## config.mk

```make
export PLATFORM = sky130hd
export DESIGN_NAME = logic_gates_contacts
export DESIGN_NICKNAME = d
export VERILOG_FILES = /design/src/logic_gates_contacts.v
export VERILOG_INCLUDE_DIRS = /design/src
export SDC_FILE = /design/constraint.sdc
export NUM_CORES = 1
export LEC_CHECK = 0
export ABC_CLOCK_PERIOD_IN_PS = 3450
export CORE_UTILIZATION = 60
export DETAILED_ROUTE_END_ITERATION = 8
export DONT_BUFFER_PORTS = 1
export HOLD_SLACK_MARGIN = 0.15
export PLACE_DENSITY = 0.85
export REMOVE_ABC_BUFFERS = 1
export SLEW_MARGIN = 20
export SYNTH_ARGS = -nofsm -noshare
export SYNTH_HDL_FRONTEND = slang
export SYNTH_SLANG_ARGS = --single-unit
```

## constraint.sdc

```tcl
create_clock -name clk_sys -period 3.45 [get_ports clk_sys]
set_input_delay 0.345 -clock clk_sys [delete_from_list [all_inputs] [get_ports clk_sys]]
set_output_delay 0.345 -clock clk_sys [all_outputs]
set_load 0.01 [all_outputs]
```

## src/lgci_defines.vh

```
// Constants for the logic gate and contact input block.
`ifndef LGCI_DEFINES_VH
`define LGCI_DEFINES_VH
// Gate function codes.
`define FN_OR          3'h0
`define FN_NOR         3'h1
`define FN_AND         3'h2
`define FN_NAND        3'h3
`define FN_XOR         3'h4
`define FN_XNOR        3'h5
`define FN_B_LT_A      3'h6
`define FN_B_GT_A      3'h7
// Gate result targets; codes 1 to the relay count address relays.
`define TGT_NONE       4'h0
`define TGT_MAN_AUTO   4'h9
`define TGT_SP_SRC     4'hA
// Contact input actions.
`define ACT_NONE       4'h0
`define ACT_MAN        4'h1
`define ACT_SP1        4'h2
`define ACT_SP4        4'h5
`define ACT_DIR        4'h6
`define ACT_HOLD       4'h7
`define ACT_TOT        4'h8
// Setpoint source codes: remote, or local setpoint 1 to 4.
`define SP_REMOTE      3'h0
`define SP_LOCAL1      3'h1
// Timing.
`define CLK_FREQ_KHZ   50000
`define DEB_TIME_MS    10
`define DEB_CYCLES     (`DEB_TIME_MS * `CLK_FREQ_KHZ)
`define BLINK_TIME_MS  250
`define BLINK_CYCLES   (`BLINK_TIME_MS * `CLK_FREQ_KHZ)
// Comparator hysteresis, per mille of the operand B span.
`define HYST_PER_MILLE 1
`define B_SPAN         65535
`endif

```

## src/logic_gates_contacts.v

```verilog
// Logic gate array and contact input actions for a two-loop process controller.
`include "lgci_defines.vh"
`default_nettype none

module logic_gates_contacts #(
	parameter NUM_GATES    = 5,
	parameter NUM_DI       = 4,
	parameter AW           = 16,
	parameter NUM_RELAYS   = 8,
	parameter DEB_CYCLES   = `DEB_CYCLES,
	parameter BLINK_CYCLES = `BLINK_CYCLES,
	parameter B_SPAN       = `B_SPAN
) (
	input  wire                    clk_sys,
	input  wire                    rst_b,
	input  wire [3*NUM_GATES-1:0]  gate_function_select,
	input  wire [4*NUM_GATES-1:0]  first_operand_source,
	input  wire [4*NUM_GATES-1:0]  second_operand_source,
	input  wire [4*NUM_GATES-1:0]  gate_result_target,
	input  wire [15:0]             dig_src,
	input  wire [4*AW-1:0]         ana_src,
	input  wire [NUM_RELAYS-1:0]   alarm_relay_claim,
	input  wire [NUM_RELAYS-1:0]   alarm_relay_drive,
	input  wire [NUM_RELAYS-1:0]   algo_relay_claim,
	input  wire [NUM_RELAYS-1:0]   algo_relay_drive,
	input  wire                    host_mode_ctrl,
	input  wire                    host_manual_cmd,
	input  wire                    host_sp_ctrl,
	input  wire                    host_remote_cmd,
	input  wire                    host_monitor,
	input  wire                    host_shed,
	input  wire [1:0]              key_man_auto,
	input  wire [1:0]              key_sp_sel,
	input  wire [1:0]              key_run_hold,
	input  wire [1:0]              prog_key_started,
	input  wire [1:0]              direct_cfg,
	input  wire [NUM_DI-1:0]       contact_raw,
	input  wire [4*NUM_DI-1:0]     contact_action_cfg,
	input  wire [NUM_DI-1:0]       contact_loop_cfg,
	output wire [NUM_GATES-1:0]    gate_result,
	output reg  [NUM_RELAYS-1:0]   relay_out_r,
	output reg  [1:0]              manual_r,
	output reg  [5:0]              sp_source_r,
	output reg  [1:0]              direct_action_r,
	output reg  [1:0]              program_hold_r,
	output reg                     key_error_r,
	output reg                     totalizer_reset_r,
	output reg  [NUM_DI-1:0]       contact_ind_r,
	output reg  [1:0]              manual_blink_r,
	output reg  [1:0]              sp_blink_r,
	output reg  [1:0]              hold_blink_r,
	output reg  [5:0]              local_setpoint_indication
);

	localparam CW = $clog2(DEB_CYCLES + 1);
	localparam BW = $clog2(BLINK_CYCLES + 1);
	localparam [CW-1:0] DEB_LAST   = DEB_CYCLES - 1;
	localparam [BW-1:0] BLINK_LAST = BLINK_CYCLES - 1;
	localparam [AW:0]   HYST       = (B_SPAN * `HYST_PER_MILLE) / 1000;

	// ---------------------------------------------------------------
	// Gate array
	// ---------------------------------------------------------------
	genvar g;
	generate
		for (g = 0; g < NUM_GATES; g = g + 1) begin : gate
			wire [2:0]    fn = gate_function_select[3*g +: 3];
			wire [3:0]    sa = first_operand_source[4*g +: 4], sb = second_operand_source[4*g +: 4];
			wire          da = dig_src[sa], db = dig_src[sb];
			wire [AW:0]   a  = {1'b0, ana_src[AW*sa[1:0] +: AW]};
			wire [AW:0]   b  = {1'b0, ana_src[AW*sb[1:0] +: AW]};
			reg           q_r, q_nxt;
			// The band only widens the release point, so a result that has
			// switched cannot drop back until B has moved clear of A.
			always @* begin
				case (fn)
					`FN_OR:     q_nxt = da | db;
					`FN_NOR:    q_nxt = ~(da | db);
					`FN_AND:    q_nxt = da & db;
					`FN_NAND:   q_nxt = ~(da & db);
					`FN_XOR:    q_nxt = da ^ db;
					`FN_XNOR:   q_nxt = ~(da ^ db);
					`FN_B_LT_A: q_nxt = q_r ? (b <= a + HYST) : (b < a);
					`FN_B_GT_A: q_nxt = q_r ? (b + HYST >= a) : (b > a);
					default:    q_nxt = 1'b0;
				endcase
			end
			always @(posedge clk_sys)
				q_r <= rst_b ? q_nxt : 1'b0;
			assign gate_result[g] = q_r;
		end
	endgenerate

	// ---------------------------------------------------------------
	// Gate result routing and arbitration
	// ---------------------------------------------------------------
	reg [NUM_RELAYS-1:0] gate_relay;
	reg                  gate_man_own, gate_man_val, gate_sp_own, gate_sp_val;
	integer              gi, ri;
	always @* begin
		gate_relay   = {NUM_RELAYS{1'b0}};
		gate_man_own = 1'b0;
		gate_man_val = 1'b0;
		gate_sp_own  = 1'b0;
		gate_sp_val  = 1'b0;
		for (gi = 0; gi < NUM_GATES; gi = gi + 1) begin
			for (ri = 0; ri < NUM_RELAYS; ri = ri + 1) begin
				if (gate_result_target[4*gi +: 4] == ri + 1)
					gate_relay[ri] = gate_relay[ri] | gate_result[gi];
			end
			if (gate_result_target[4*gi +: 4] == `TGT_MAN_AUTO) begin
				gate_man_own = 1'b1;
				gate_man_val = gate_man_val | gate_result[gi];
			end
			if (gate_result_target[4*gi +: 4] == `TGT_SP_SRC) begin
				gate_sp_own = 1'b1;
				gate_sp_val = gate_sp_val | gate_result[gi];
			end
		end
	end

	wire host_live     = ~host_monitor & ~host_shed;
	wire host_mode_eff = host_mode_ctrl & host_live;
	wire host_sp_eff   = host_sp_ctrl & host_live;
	wire gate_man_app  = gate_man_own & ~host_mode_eff;
	wire gate_sp_app   = gate_sp_own & ~host_sp_eff;
	wire [NUM_RELAYS-1:0] relay_nxt = (alarm_relay_claim & alarm_relay_drive)
		| (~alarm_relay_claim & algo_relay_claim & algo_relay_drive)
		| (~alarm_relay_claim & ~algo_relay_claim & gate_relay);
	// Gate ownership of mode and setpoint applies to loop 1.
	wire       man_lock  = gate_man_own & ~host_mode_eff;
	wire [1:0] man_key_ok = key_man_auto & {1'b1, ~man_lock};
	wire [1:0] sp_key_ok  = key_sp_sel & {1'b1, ~gate_sp_own};
	wire       key_rej    = (key_man_auto[0] & man_lock) | (key_sp_sel[0] & gate_sp_own);

	// ---------------------------------------------------------------
	// Contact synchronisers and debounce
	// ---------------------------------------------------------------
	reg  [NUM_DI-1:0] sync1_r, sync2_r, closed_q_r;
	wire [NUM_DI-1:0] closed_r;
	genvar d;
	generate
		for (d = 0; d < NUM_DI; d = d + 1) begin : deb
			reg [CW-1:0] cnt_r;
			reg          closed_bit_r;
			always @(posedge clk_sys) begin
				if (!rst_b || sync2_r[d] == closed_bit_r || cnt_r == DEB_LAST)
					cnt_r <= {CW{1'b0}};
				else
					cnt_r <= cnt_r + 1'b1;
				if (!rst_b)
					closed_bit_r <= 1'b0;
				else if (cnt_r == DEB_LAST && sync2_r[d] != closed_bit_r)
					closed_bit_r <= sync2_r[d];
			end
			assign closed_r[d] = closed_bit_r;
		end
	endgenerate

	// ---------------------------------------------------------------
	// Contact action decode per loop
	// ---------------------------------------------------------------
	reg [1:0]        mf, sf, df, hf;
	reg [5:0]        sp_num;
	reg              tot_edge;
	reg [NUM_DI-1:0] ind_nxt;
	reg [3:0]        act;
	integer          di;
	always @* begin
		mf       = 2'b00;
		sf       = 2'b00;
		sp_num   = 6'h00;
		df       = 2'b00;
		hf       = 2'b00;
		tot_edge = 1'b0;
		ind_nxt  = {NUM_DI{1'b0}};
		act      = `ACT_NONE;
		for (di = 0; di < NUM_DI; di = di + 1) begin
			act         = contact_action_cfg[4*di +: 4];
			ind_nxt[di] = closed_r[di] & (act != `ACT_NONE);
			if (closed_r[di] & ~closed_q_r[di] & (act == `ACT_TOT))
				tot_edge = 1'b1;
			if (closed_r[di]) begin
				if (act == `ACT_MAN)
					mf[contact_loop_cfg[di]] = 1'b1;
				if (act >= `ACT_SP1 && act <= `ACT_SP4) begin
					sf[contact_loop_cfg[di]] = 1'b1;
					sp_num[3*contact_loop_cfg[di] +: 3] = act[2:0] - 3'h1;
				end
				if (act == `ACT_DIR)
					df[contact_loop_cfg[di]] = 1'b1;
				if (act == `ACT_HOLD)
					hf[contact_loop_cfg[di]] = 1'b1;
			end
		end
	end

	// ---------------------------------------------------------------
	// Loop mode state
	// ---------------------------------------------------------------
	reg [1:0] mf_q_r, sf_q_r, hf_q_r, prior_man_r, keep_man_r;
	reg [1:0] man_nxt, prior_man_nxt, keep_nxt, hold_nxt;
	reg [5:0] prior_sp_r, sp_nxt, prior_sp_nxt;
	integer   l;
	always @* begin
		man_nxt       = manual_r;
		prior_man_nxt = prior_man_r;
		keep_nxt      = keep_man_r;
		sp_nxt        = sp_source_r;
		prior_sp_nxt  = prior_sp_r;
		hold_nxt      = program_hold_r;
		for (l = 0; l < 2; l = l + 1) begin
			if (man_key_ok[l])
				man_nxt[l] = ~manual_r[l];
			if (l == 0 && gate_man_app)
				man_nxt[l] = gate_man_val;
			if (l == 0 && host_mode_eff)
				man_nxt[l] = host_manual_cmd;
			if (mf[l] & ~mf_q_r[l]) begin
				prior_man_nxt[l] = manual_r[l];
				keep_nxt[l]      = 1'b0;
			end else if (mf[l] & man_key_ok[l])
				keep_nxt[l] = 1'b1;
			if (mf[l])
				man_nxt[l] = 1'b1;
			else if (mf_q_r[l])
				man_nxt[l] = keep_man_r[l] | prior_man_r[l];
			if (sp_key_ok[l])
				sp_nxt[3*l +: 3] = (sp_source_r[3*l +: 3] == `SP_REMOTE) ?
					`SP_LOCAL1 : `SP_REMOTE;
			if (l == 0 && gate_sp_app)
				sp_nxt[2:0] = gate_sp_val ? `SP_REMOTE : `SP_LOCAL1;
			if (l == 0 && host_sp_eff)
				sp_nxt[2:0] = host_remote_cmd ? `SP_REMOTE : `SP_LOCAL1;
			if (sf[l] & ~sf_q_r[l])
				prior_sp_nxt[3*l +: 3] = sp_source_r[3*l +: 3];
			if (sf[l])
				sp_nxt[3*l +: 3] = sp_num[3*l +: 3];
			else if (sf_q_r[l])
				sp_nxt[3*l +: 3] = prior_sp_r[3*l +: 3];
			// A program not started from the run/hold key stays held after
			// reopening until that key releases it.
			if (key_run_hold[l])
				hold_nxt[l] = 1'b0;
			if (hf[l])
				hold_nxt[l] = 1'b1;
			else if (hf_q_r[l])
				hold_nxt[l] = ~prog_key_started[l];
		end
	end

	// ---------------------------------------------------------------
	// Registers
	// ---------------------------------------------------------------
	reg [BW-1:0] blink_cnt_r;
	reg          blink_r;
	always @(posedge clk_sys) begin
		if (!rst_b) begin
			sync1_r                   <= {NUM_DI{1'b0}};
			sync2_r                   <= {NUM_DI{1'b0}};
			closed_q_r                <= {NUM_DI{1'b0}};
			relay_out_r               <= {NUM_RELAYS{1'b0}};
			manual_r                  <= 2'b00;
			prior_man_r               <= 2'b00;
			keep_man_r                <= 2'b00;
			sp_source_r               <= {`SP_LOCAL1, `SP_LOCAL1};
			prior_sp_r                <= {`SP_LOCAL1, `SP_LOCAL1};
			direct_action_r           <= 2'b00;
			program_hold_r            <= 2'b00;
			mf_q_r                    <= 2'b00;
			sf_q_r                    <= 2'b00;
			hf_q_r                    <= 2'b00;
			key_error_r               <= 1'b0;
			totalizer_reset_r         <= 1'b0;
			contact_ind_r             <= {NUM_DI{1'b0}};
			manual_blink_r            <= 2'b00;
			sp_blink_r                <= 2'b00;
			hold_blink_r              <= 2'b00;
			local_setpoint_indication <= 6'h00;
			blink_cnt_r               <= {BW{1'b0}};
			blink_r                   <= 1'b0;
		end else begin
			sync1_r                   <= contact_raw;
			sync2_r                   <= sync1_r;
			closed_q_r                <= closed_r;
			relay_out_r               <= relay_nxt;
			manual_r                  <= man_nxt;
			prior_man_r               <= prior_man_nxt;
			keep_man_r                <= keep_nxt;
			sp_source_r               <= sp_nxt;
			prior_sp_r                <= prior_sp_nxt;
			direct_action_r           <= df | direct_cfg;
			program_hold_r            <= hold_nxt;
			mf_q_r                    <= mf;
			sf_q_r                    <= sf;
			hf_q_r                    <= hf;
			key_error_r               <= key_rej;
			totalizer_reset_r         <= tot_edge;
			contact_ind_r             <= ind_nxt;
			manual_blink_r            <= mf & {2{blink_r}};
			sp_blink_r                <= sf & {2{blink_r}};
			hold_blink_r              <= hf & {2{blink_r}};
			local_setpoint_indication <= sp_num;
			blink_r                   <= blink_r ^ (blink_cnt_r == BLINK_LAST);
			if (blink_cnt_r == BLINK_LAST)
				blink_cnt_r <= {BW{1'b0}};
			else
				blink_cnt_r <= blink_cnt_r + 1'b1;
		end
	end

endmodule

`default_nettype wire

```

# Word level (Yosys, flattened, before mapping)
# Index checks and enable logic that the tools add are counted.
totals:
  register_bits: 176
  in_bits: 229
  elab_cells: 610
classes:
  add_sub_neg: 23
  multipliers: 4
  n_lt_le_gt_ge: 46
  n_eq_ne: 114
  n_shift: 18
  mux: 176
  bitwise: 146
  reduce_logical: 41
op_table:
  columns: ["cell", "count"]
  rows:
  - ["64-bit by 7-bit variable part select with 16-bit output", 10]
  - ["16-bit by 7-bit adder with 17-bit output (second input constant)", 10]
  - ["3-bit negation with 34-bit output", 4]
  - ["3-bit by 34-bit variable shift with 6-bit output (first input constant)", 4]
  - ["3-bit by 34-bit variable part select with 6-bit output", 4]
  - ["4-bit by 3-bit == test with 1-bit output (second input constant)", 28]
  - ["1-bit two-way mux", 106]
  - ["17-bit by 16-bit >= comparator with 1-bit output", 5]
  - ["16-bit by 17-bit less-or-equal comparator with 1-bit output", 5]
  - ["16-bit greater-than comparator", 5]
  - ["16-bit less-than comparator", 5]
  - ["19-bit by 1-bit adder with 19-bit output (second input constant)", 4]
  - ["19-bit == test (second input constant)", 4]
  - ["4-bit == test (second input constant)", 19]
  - ["2-bit two-way mux", 32]
  - ["3-bit == test (second input constant)", 20]
  - ["4-bit by 5-bit less-than comparator with 1-bit output (second input constant)", 10]
  - ["6-bit two-way mux", 8]
  - ["1-bit OR", 48]
  - ["8-bit AND", 5]
  - ["1-bit binary-select mux with 4-bit select", 10]
  - ["4-bit by 2-bit == test with 1-bit output (second input constant)", 10]
  - ["1-bit case mux with 8 select lines", 5]
  - ["4-bit by 1-bit == test with 1-bit output (second input constant)", 9]
  - ["other kinds (31)", 198]

# Depth between registers and ports, before layout
# Gate-level depths: netlist of run 1.
depth:
  ltp_word: 17
  ltp_mapped: 17
  ltp_nobuf: 15

# Worst setup path after synthesis of run 1
# No wires, ideal clock.
synth_path:
  path_type: "input -> register"
  start: "input second_operand_source[12]"
  end: "register gate[3].q_r"
  setup_time_ns: 0.125
  t_arrival_ns: 3.295
  required_ns: 3.325
  setup_slack_ns: 0.030
  cell_stages: 15
  n_path_buf: 1
  cell_sequence: "buf_4 mux4_2 and3_1 and3_1 a21oi_2 nor2_1 nand3_1 xnor2_1 ha_1 o21a_1 o21ai_0 o22ai_1 a2111o_1 o2111ai_1 o31ai_1"
synth_between:
  elab_chain_cells: 5
  elab_cells_between_ends: 17
  classes_between: "add/sub (1); order compare (4); shift (1); mux (5); bitwise (6)"
synth_lines:
  columns: ["element", "line_no", "rtl"]
  rows:
  - ["start: declaration", "logic_gates_contacts.v:18", "input wire [4*NUM_GATES-1:0] second_operand_source,"]
  - ["64-bit by 7-bit variable part select with 16-bit output / 1-bit binary-select mux with 4-bit select (equally long branches)", "logic_gates_contacts.v:71, logic_gates_contacts.v:69", null]
  - ["16-bit by 7-bit adder with 17-bit output / 1-bit two-way mux (equally long branches)", "logic_gates_contacts.v:84, logic_gates_contacts.v:69", null]
  - ["17-bit by 16-bit >= comparator with 1-bit output (tied with other cells)", "logic_gates_contacts.v:84", "`FN_B_GT_A: q_nxt = q_r ? (b + HYST >= a) : (b > a);"]
  - ["1-bit two-way mux (tied with other cells)", "logic_gates_contacts.v:84", null]
  - ["1-bit case mux with 8 select lines *", "logic_gates_contacts.v:76", "case (fn)"]
  - ["end signal: assignment", "logic_gates_contacts.v:89", "q_r <= rst_b ? q_nxt : 1'b0;"]
  - ["end: declaration", "logic_gates_contacts.v:72", "reg q_r, q_nxt;"]
# Every way passes the cells marked *; elsewhere a longest branch is shown, timed or not. The select of a mux whose other input is x is not followed.
# A chain may end at the register's enable or synchronous reset.

# Worst setup path after layout of run 1
layout_path:
  start: "input second_operand_source[8]"
  end: "register gate[2].q_r"
layout_between:
  elab_chain_cells: 5
  elab_cells_between_ends: 17
  classes_between: "add/sub (1); order compare (4); shift (1); mux (5); bitwise (6)"
layout_lines:
  columns: ["element", "line_no"]
  rows:
  - ["64-bit by 7-bit variable part select with 16-bit output / 1-bit binary-select mux with 4-bit select (equally long branches)", "logic_gates_contacts.v:71, logic_gates_contacts.v:69"]
  - ["16-bit by 7-bit adder with 17-bit output / 1-bit two-way mux (equally long branches)", "logic_gates_contacts.v:84, logic_gates_contacts.v:69"]
  - ["17-bit by 16-bit >= comparator with 1-bit output (tied with other cells)", "logic_gates_contacts.v:84"]
  - ["1-bit two-way mux (tied with other cells)", "logic_gates_contacts.v:84"]
  - ["1-bit case mux with 8 select lines *", "logic_gates_contacts.v:76"]
  - ["end signal: assignment", "logic_gates_contacts.v:89"]
  - ["end: declaration", "logic_gates_contacts.v:72"]
# Marks and branches as above.

==> run summary, run 1 <==
• run status: finished clean
• sequential share of power: 29.2%
• Cells on Worst Hold Path: 3
• die area: 37820 um2
• number of iterations in the first detailed-routing pass: 6
• final-report hold violation count: 0
• number of flops mapped to enable cells by yosys: 0
• switching part of the total power: 37.42%
• largest family of logic cells by synthesized area: multiplexers
• Critical Path AT: 3.58 ns
• deepest clock path buffer count: 2
• Layout Utilization: 64.82%
• Maximum Capacitance Violations: 0
• number of different library cells in the post-synthesis netlist: 91
• TritonCTS Buffers: 17
• residual antenna-violating net count after detailed routing: 0
• Comb pwr share: 43.3%
• buffers inserted during post-CTS setup optimization: 0
• clock net sink count: 176
• fraction of post-synthesis cell area in the top cell type by area: 19.46%
• Synth Area in XOR/XNOR: 9.255%
• Sw Pwr: 2724 uW
• Slew HR: 31.12%
• post-synthesis simple-gate area fraction: 20.90%
• static power due to leakage: 0.009101 uW
• area occupied by registers: 3523 um2
• required time of the worst setup path: 3.82 ns
• aggregate routed wire length: 70.41 mm
• mean cell area of the mapped netlist: 9.117 um2
• Synth async-reset ratio: 0%
• final worst slack: 0.2387 ns
• fraction of final layout cells sized beyond drive strength 1: 11.80%
• via count: 20630
• GRT overflow: 0
• count of pins over their slew limit: 0
• top sig layer: met5
• clock insertion delay at the later pin of the skew report: 0.45 ns
• period utilisation layout: 93.08%
• DRC violation count after routing: 0
• actual transition at the worst max-transition pin: 1.025 ns
• final setup violating endpoints: 0
• VDD IR-drop max: 0.0003446 V
• number of warnings issued by yosys: 0
• drt first-iter violations: 2073
• post-route clock skew: 0.01990 ns
• Avg WL per Cell: 24.00 um
• post-synthesis adder-cell area fraction: 16.04%
• antenna violations before repair: 2
• starting density of the core: 60.86%
• quantity of gates resized following cts: 0
• H-tree levels: 4
• clock transition time at the flip-flop clock pins of the worst setup and hold paths: 0.08 ns
• worst-path maximum fanout: 20
• core box area: 36520 um2
• worst setup slack before clock tree synthesis: -0.05838 ns
• Antenna diodes: 0
• standard-cell rows: 70
• Final HPWL DP: 54.11 mm
• Achievable Freq: 311.4 MHz
• worst setup path class: in -> reg
• hold slack: 0.1634 ns
• most used flip-flop cell after synthesis: dfxtp_1
• unrepaired setup endpoints after global routing: no
• number of ports placed on the die boundary: 272
• length of routed wiring on met1: 25.00 mm
• Multi-input gate area: 17670 um2
• number of storage elements in the synthesis netlist: 176
• number of vias per cell: 7.030
• cell internal pwr: 4554 uW
• vias in the first global route: 21080
• count of fill cells added during filler insertion: 2891
• routed length on met2: 32.24 mm
• top cell type by total area after synthesis: mux4_2
• fraction of the mapped netlist area in compound gates: 11.11%
• pin count of the biggest net entering global routing: 36
• RePlAce Congestion: 1.039
• x dimension of the die: 194.5 um
• kind of end point of the critical path: register
• power share of the clock group: 27.5%
• share of the yosys chip area belonging to registers: 15.85%
• post-synthesis instance area: 22230 um2
• height of the die: 194.5 um
• number of buffer cells added on primary ports: 0
• total length of routed met3 wires: 8.888 mm
• Root Buffer Master: clkbuf_16
• Nets: 2967
• P per Cell Area: 307.4 nW/um2
• Overall Global Routing Usage: 37.22%
• clock tree from TritonCTS: done
• global-route wire length before repair: 111.8 mm
• share of cell area taken by muxes after synthesis: 22.21%
• kind of path behind the tightest hold check: in -> reg
• CP Launch Type: input pin
• min Tclk post-route: 3.211 ns
• setup TNS: 0 ns
• reg2reg path depth: 8
• area delta synth->final: 6.513%
• post-synthesis instance total: 2438
• cell types occupying the most area after synthesis: mux4_2 19%, ha_1 16%, dfxtp_1 16%
[per-stage QoR]
step | area, um2 | power, uW | instances
after CTS | 23670 | 7242 | 2934
after detailed placement | 22530 | 5173 | 2852
after global routing | 23670 | 7707 | 2934
after global placement | 22530 | 5063 | 2852
after floorplan | 21780 | 4439 | 2362
final | 23670 | 7278 | 2934
[synth_stat cells, types with 32 or more instances]
master,number
nor3_1,51
nand2b_1,32
and3_1,35
and2_1,32
inv_1,153
xnor2_1,153
o21ai_0,71
a21oi_1,116
nand2_1,166
nor2_1,230
mux4_2,192
nand4_1,70
xor2_1,80
nand3_1,120
dfxtp_1,176
ha_1,285
[kinds of logic after synthesis]
family	after synthesis
buffers and inverters	232
AND/OR/NAND/NOR	901
flip-flops	176
XOR/XNOR	234
multiplexers	227
adder cells (fa/ha/maj)	285
AO/OA/AOI/OAI	383
[critical path: stages]
cell and delay (ns):
mux4_2 0.43, nand3_1 0.18, nor2_1 0.30, a21oi_1 0.21
or2_2 0.34, nor2_1 0.15, xor2_1 0.09, ha_1 0.30
nand2_1 0.06, or2_2 0.33, a311oi_1 0.29, nor4_1 0.08
o21ai_0 0.18, a41oi_1 0.09, o211ai_1 0.19
[registers in the layout (all words and copies together), names as in the netlist, 4 cells and up]
name	count
prior_sp_r	6
deb.closed_bit_r	4
closed_q_r	4
relay_out_r	8
sync2_r	4
blink_cnt_r	24
sp_source_r	6
deb.cnt_r	76
sync1_r	4
gate.q_r	5
local_setpoint_indication	6
contact_ind_r	4
[power groups by stage]
stage / Clock [uW] / Combinational, uW / Sequential (uW)
after floorplan: 0 / 2290 / 2150
after global placement: 0 / 2900 / 2170
after detailed placement: 0 / 3010 / 2170
after CTS: 2040 / 3080 / 2120
after global routing: 2100 / 3480 / 2130
final: 2000 / 3150 / 2120
[worst paths after layout]
kind / end / startpoint / slack [ns]
setup / recovery: gate[2].q_r$_SDFF_PN0_ / second_operand_source[8] / 0.24
hold / removal: program_hold_r[1]$_SDFFE_PN0P_ / key_run_hold[1] / 0.16
setup reg to reg: relay_out_r[2]$_SDFF_PN0_ / gate[0].q_r$_SDFF_PN0_ / 0.53
hold reg to reg: sync2_r[3]$_SDFF_PN0_ / sync1_r[3]$_SDFF_PN0_ / 0.45
[cell usage in the layout (no fill, tap or decap), types with 9 or more instances in the layout]
master / count
nor3_1: 51
clkbuf_16: 17
buf_4: 22
nor2b_1: 25
dlygate4sd3_1: 49
xnor2_1: 153
ha_1: 285
a211oi_1: 15
a21oi_1: 116
or3_1: 22
nand3b_1: 11
mux2i_1: 17
and4_1: 12
nand2b_1: 32
o31ai_1: 9
inv_1: 153
mux4_2: 192
and2_1: 32
nor4b_1: 10
dfxtp_1: 176
nor4_1: 26
nor3b_1: 17
nand3_1: 120
o22ai_1: 25
xor2_1: 80
and3_1: 35
mux4_1: 16
o211ai_1: 19
a31oi_1: 15
nor2_1: 230
o21a_1: 15
nand2_1: 166
a21o_1: 29
nand4_1: 70
o21ai_0: 71
[layout make-up]
class                           instances  area share [%]
Tap cell                              468           2.473
Timing Repair Buffer                   72           2.854
Sequential cell                       176           14.88
Inverter                              156           2.473
Clock buffer                           17           1.797
Clock inverter                         15          0.8615
Multi-Input combinational cell       2030           74.66
[timing repair]
action                                 in CTS  in global routing
endpoints found under the hold margin      49                  0
setup endpoints to repair                   0                  0
hold buffers                               50                  0
[layer usage]
metal	vias up	track usage, %
met5	-	0
met4	2	21.19
met3	351	12.04
met2	1414	61.37
met1	9656	42.45
li1	9202	-
Note: power is estimated with default switching activity, not from simulation.
==> run 2: changes to the inputs <==
--- a/config.mk
+++ b/config.mk
@@ -8,6 +8,7 @@
 export LEC_CHECK = 0
 export ABC_CLOCK_PERIOD_IN_PS = 3450
 export CORE_UTILIZATION = 60
+export CTS_BUF_LIST = sky130_fd_sc_hd__clkbuf_8
 export DETAILED_ROUTE_END_ITERATION = 8
 export DONT_BUFFER_PORTS = 1
 export HOLD_SLACK_MARGIN = 0.15
==> run 2 against run 1 <==
Against the previous run:
- via count rose by 0.78%
- design area rose by 0.17%
- critical path depth fell by 3
- largest power group unchanged
==> run summary, run 2 (synthesis gave the netlist of run 1 again) <==
• Maximum Capacitance Violations: 0
• fraction of final layout cells sized beyond drive strength 1: 12.02%
• P per Cell Area: 288.5 nW/um2
• number of instances in the placed design: 2852
• Antenna diodes: 0
• sequential share of power: 31.0%
• worst-path maximum fanout: 20
• vias in the first global route: 21140
• core box area: 36520 um2
• registers with the most flip-flops: deb.cnt_r (76), blink_cnt_r (24), relay_out_r (8)
• run status: finished clean
• number of iterations in the first detailed-routing pass: 8
• hold-critical path endpoint: gate[2].q_r$_SDFF_PN0_
• final-report hold violation count: 0
• Achievable Freq: 304.3 MHz
• Avg WL per Cell: 24.04 um
• Final HPWL DP: 54.11 mm
• standard-cell rows: 70
• switching part of the total power: 39.33%
• Slew HR: 36.63%
• via count: 20790
• Root Buffer Master: clkbuf_8
• number of vias per cell: 7.031
• antenna violations before repair: 2
• Cells on Worst Hold Path: 3
• starting density of the core: 60.86%
• Critical Path AT: 3.68 ns
• GRT overflow: 0
• period utilisation layout: 95.26%
• final worst slack: 0.1635 ns
• Sw Pwr: 2691 uW
• area delta synth->final: 6.699%
• count of fill cells added during filler insertion: 2897
• kind of end point of the critical path: register
• final cell area excluding filler cells: 23720 um2
• Nets: 2989
• cell internal pwr: 4151 uW
• most used cells in the layout excluding fill and tap cells: 284 x ha_1, 230 x nor2_1, 192 x mux4_2
• Power Total: 6842 uW
• TritonCTS Buffers: 17
• hold slack: 0.1601 ns
• power share of the clock group: 22.3%
• Comb pwr share: 46.6%
• number of ports placed on the die boundary: 272
• most common cell after layout, fill and taps aside: ha_1
• global-route wire length before repair: 112.0 mm
• startpoint of the lowest-slack hold path: gate_function_select[6]
• pin count of the biggest net entering global routing: 38
• flop-to-flop setup slack: 0.53 ns
• count of pins over their slew limit: 0
• aggregate routed wire length: 71.05 mm
• Reg with most FFs: deb.cnt_r
• kind of path behind the tightest hold check: in -> reg
• clock insertion delay at the later pin of the skew report: 0.50 ns
• reg2reg start: gate[0].q_r$_SDFF_PN0_
• flip-flop count of the largest register, all copies and words added: 76
• x dimension of the die: 194.5 um
• required time of the worst setup path: 3.84 ns
• VDD IR-drop max: 0.0002134 V
• FF-to-FF End: relay_out_r[2]$_SDFF_PN0_
• drt first-iter violations: 2337
• clock net sink count: 176
• reg2reg path depth: 8
• static power due to leakage: 0.009095 uW
• clock tree from TritonCTS: done
• actual transition at the worst max-transition pin: 0.9434 ns
• RePlAce Congestion: 1.039
• clock transition time at the flip-flop clock pins of the worst setup and hold paths: 0.13 ns
• deepest clock path buffer count: 2
• worst setup slack before clock tree synthesis: -0.05838 ns
• Finished Layout Cells: 2956
• DRC violation count after routing: 0
• residual antenna-violating net count after detailed routing: 0
• Overall Global Routing Usage: 37.34%
• H-tree levels: 4
• CP Launch Type: input pin
• worst setup path class: in -> reg
• final setup violating endpoints: 0
• cell area reported after detailed placement: 22530 um2
• post-route clock skew: 0.02727 ns
• number of buffer cells added on primary ports: 0
• height of the die: 194.5 um
• die area: 37820 um2
• min Tclk post-route: 3.287 ns
run 2: routing by layer:
metal / up-vias / global-route usage, % / wire length, um
met5: - / 0 / 27
met1: 9739 / 42.75 / 25090
met3: 362 / 11.50 / 8836
met2: 1429 / 61.48 / 32310
li1: 9251 / - / -
met4: 4 / 22.05 / 4788
run 2: worst max-delay path by stage:
stage / startpoint / endpoint / slack [ns]
2_1_floorplan: second_operand_source[4] / gate[1].q_r$_SDFF_PN0_ / 0.21
3_3_place_gp: second_operand_source[8] / gate[2].q_r$_SDFF_PN0_ / 0.06
3_5_place_dp: second_operand_source[8] / gate[2].q_r$_SDFF_PN0_ / -0.06
4_1_cts: second_operand_source[12] / gate[3].q_r$_SDFF_PN0_ / 0.05
5_1_grt: second_operand_source[4] / gate[1].q_r$_SDFF_PN0_ / -0.01
6_report: second_operand_source[12] / gate[3].q_r$_SDFF_PN0_ / 0.16
run 2: area by class of cell:
type	count	area (um2)	share of cell area (%)
inverter	156	585.6	2.469
sequential	176	3523	14.86
clock inverter	15	203.9	0.8600
multi-input combinational	2030	17690	74.61
tap	468	585.6	2.469
timing repair buffer	94	888.4	3.746
clock buffer	17	234.0	0.9866
run 2: repair_timing:
| action | in CTS | in global routing |
|---|---|---|
| buffers inserted | 0 | 3 |
| resized for setup | 0 | 9 |
| endpoints found under the setup margin | 0 | 2 |
| hold buffers | 69 | 0 |
| endpoints found under the hold margin | 53 | 0 |
run 2: power groups by stage:
stage	clock network (uW)	registers, uW	logic [uW]
final	1530	2120	3190
after global routing	1630	2130	3520
after CTS	1540	2120	3100
after detailed placement	0	2170	3010
after global placement	0	2170	2900
after floorplan	0	2150	2290
run 2: metrics by stage:
step | setup TNS [ns] | utilization [%]
3_5_place_dp | -0.05838 | 61.70
3_3_place_gp | 0 | 61.70
5_1_grt | -0.02258 | 64.93
6_report | 0 | 64.93
2_1_floorplan | 0 | -
4_1_cts | 0 | 64.82
run 2: critical path: stages:
cell and delay [ns]:
mux4_2 0.57, ha_2 0.24, xor2_1 0.16, ha_1 0.29
a21o_1 0.18, a21o_1 0.17, a211oi_1 0.33, o22ai_1 0.15
a2111o_1 0.43, o2111ai_1 0.18, dlygate4sd3_1 0.57, o31ai_1 0.06
==> run 3: changes to the inputs <==
--- a/config.mk
+++ b/config.mk
@@ -9,8 +9,10 @@
 export ABC_CLOCK_PERIOD_IN_PS = 3450
 export CORE_UTILIZATION = 60
 export CTS_BUF_LIST = sky130_fd_sc_hd__clkbuf_8
+export CTS_CLUSTER_DIAMETER = 30
 export DETAILED_ROUTE_END_ITERATION = 8
 export DONT_BUFFER_PORTS = 1
+export GPL_TIMING_DRIVEN = 0
 export HOLD_SLACK_MARGIN = 0.15
 export PLACE_DENSITY = 0.85
 export REMOVE_ABC_BUFFERS = 1
==> run 3 against run 2 <==
Against the previous run:
- core utilization is 0.77 points lower
- cell count is 0.98% lower
- clock-buffer cell count stayed put
- register-to-register slack better by 0.03 ns
- worst setup slack better by 0.048 ns
- highest routed layer unchanged
==> run summary, run 3 (synthesis gave the netlist of run 1 again) <==
• P per Cell Area: 290.5 nW/um2
• area delta synth->final: 5.438%
• kind of end point of the critical path: register
• residual antenna-violating net count after detailed routing: 0
• worst setup slack before clock tree synthesis: -0.2386 ns
• final worst slack: 0.2115 ns
• worst-path maximum fanout: 20
• power share of the clock group: 23.3%
• setup TNS: 0 ns
• cell internal pwr: 4115 uW
• die area: 37820 um2
• crit path max-delay cell type: a2111oi_0
• cell area reported after detailed placement: 22370 um2
• Overall Global Routing Usage: 36.92%
• kind of path behind the tightest hold check: in -> reg
• pin count of the biggest net entering global routing: 38
• x dimension of the die: 194.5 um
• number of buffer cells added on primary ports: 0
• Comb pwr share: 45.4%
• depth of the critical timing path with buffers and inverters included: 14
• reg2reg start: deb[1].closed_bit_r$_SDFFE_PN0P_
• period utilisation layout: 93.87%
• min Tclk post-route: 3.238 ns
• aggregate routed wire length: 70.79 mm
• Avg WL per Cell: 24.18 um
• post-route clock skew: 0.02862 ns
• drt first-iter violations: 2148
• static power due to leakage: 0.008943 uW
• startpoint of the lowest-slack hold path: gate_function_select[13]
• Nets: 2956
• clock net sink count: 176
• via count: 20880
• run status: finished clean
• required time of the worst setup path: 3.86 ns
• count of pins over their slew limit: 0
• Final HPWL DP: 52.32 mm
• Reg with most FFs: deb.cnt_r
• deepest clock path buffer count: 2
• worst setup path class: in -> reg
• registers with the most flip-flops: deb.cnt_r (76), blink_cnt_r (24), relay_out_r (8)
• number of vias per cell: 7.134
• switching part of the total power: 39.55%
• hold slack: 0.1694 ns
• most used cells in the layout excluding fill and tap cells: 285 x ha_1, 230 x nor2_1, 192 x mux4_2
• starting density of the core: 60.86%
• Root Buffer Master: clkbuf_8
• CP Launch Type: input pin
• final cell area excluding filler cells: 23440 um2
• Maximum Capacitance Violations: 0
• antenna violations before repair: 5
• Layout Utilization: 64.17%
• DRC violation count after routing: 0
• Critical Path AT: 3.65 ns
• RePlAce Congestion: 1.019
• core box area: 36520 um2
• kind of cell adding the most delay to the critical path: compound AO/OA/AOI/OAI gates
• count of fill cells added during filler insertion: 2894
• fraction of final layout cells sized beyond drive strength 1: 11.00%
• startpoint of the worst setup timing path: first_operand_source[16]
• Slew HR: 37.12%
• clock tree from TritonCTS: done
• Critical Path Max Stage Delay: 0.51 ns
• unrepaired setup endpoints after global routing: no
• most common cell after layout, fill and taps aside: ha_1
• height of the die: 194.5 um
• clock insertion delay at the later pin of the skew report: 0.47 ns
• number of iterations in the first detailed-routing pass: 6
• reg2reg path depth: 6
• clock transition time at the flip-flop clock pins of the worst setup and hold paths: 0.14 ns
• global-route wire length before repair: 110.4 mm
• GRT overflow: 0
• final setup violating endpoints: 0
• H-tree levels: 4
• actual transition at the worst max-transition pin: 0.9360 ns
• TritonCTS Buffers: 17
• sequential share of power: 31.3%
• standard-cell rows: 70
• Cells on Worst Hold Path: 4
• flip-flop count of the largest register, all copies and words added: 76
• VDD IR-drop max: 0.0002920 V
• Sw Pwr: 2693 uW
• Achievable Freq: 308.8 MHz
• Buffers & Inverters on Critical Path: 0
• crit path cell chain: mux4_2 > ha_1 > nand2_1 > o21ai_1 > nand3_1 > xnor2_1 > ha_1 > a21oi_1 > o21ai_0 > a2111oi_0 > a21oi_1 > o2111ai_1 > nand2_1 > o211ai_1
• number of ports placed on the die boundary: 272
• final-report hold violation count: 0
• vias in the first global route: 21000
-- run 3: cell types whose count changed in the layout (fill, tap and decap cells not counted), sizes merged --
cell	previous run	this run
buf	26	1
dlygate4sd3	68	60
diode	0	4
clkinv	8	7
clkinvlp	0	1
-- run 3: worst paths after layout --
check | end | slack [ns]
worst max register to register | prior_sp_r[3]$_SDFFE_PN1P_ | 0.56
worst min-delay path | gate[4].q_r$_SDFF_PN0_ | 0.17
worst max-delay path | gate[4].q_r$_SDFF_PN0_ | 0.21
worst min register to register | sync2_r[2]$_SDFF_PN0_ | 0.45
-- run 3: routing by layer --
layer / global-route usage [%] / routed length, um / share of wire (%) / vias to the layer above
li1: - / - / - / 9179
met2: 59.11 / 31730 / 45 / 1442
met5: 0 / 25 / 0.035 / -
met3: 13.05 / 9254 / 13 / 477
met1: 40.70 / 24110 / 34 / 9780
met4: 26.84 / 5667 / 8.0 / 4
-- run 3: repair_timing --
action                                  CTS  global route
setup buffers                             0             0
endpoints found under the setup margin    0             2
gates resized for setup                   0             2
hold buffers                             61             0
hold endpoints to repair                 52             0
-- run 3: worst min-delay path, stage by stage --
cell      delay (ns)
nand4_1         0.07
a21oi_1         0.04
nand2_1         0.05
o211ai_1        0.09
-- run 3: stage by stage --
step                      power, uW  std cells
after floorplan                4439       2362
after global placement         4959       2830
after detailed placement       5094       2830
after CTS                      6742       2923
after global routing           7205       2923
final                          6808       2927
-- run 3: power by group through the flow --
stage,sequential (uW),clock (uW),combinational (uW)
5_1_grt,2130,1680,3400
2_1_floorplan,2150,0,2290
3_5_place_dp,2180,0,2920
3_3_place_gp,2170,0,2780
4_1_cts,2130,1600,3010
6_report,2130,1590,3090
-- run 3: area by class of cell --
| type | instances | area (um2) | area share [%] |
|---|---|---|---|
| antenna | 4 | 10.01 | 0.04271 |
| clock buffer | 17 | 234.0 | 0.9984 |
| clock inverter | 15 | 200.2 | 0.8542 |
| inverter | 156 | 586.8 | 2.504 |
| multi-input combinational | 2030 | 17670 | 75.42 |
| sequential | 176 | 3523 | 15.03 |
| tap | 468 | 585.6 | 2.499 |
| timing repair buffer | 61 | 620.6 | 2.648 |
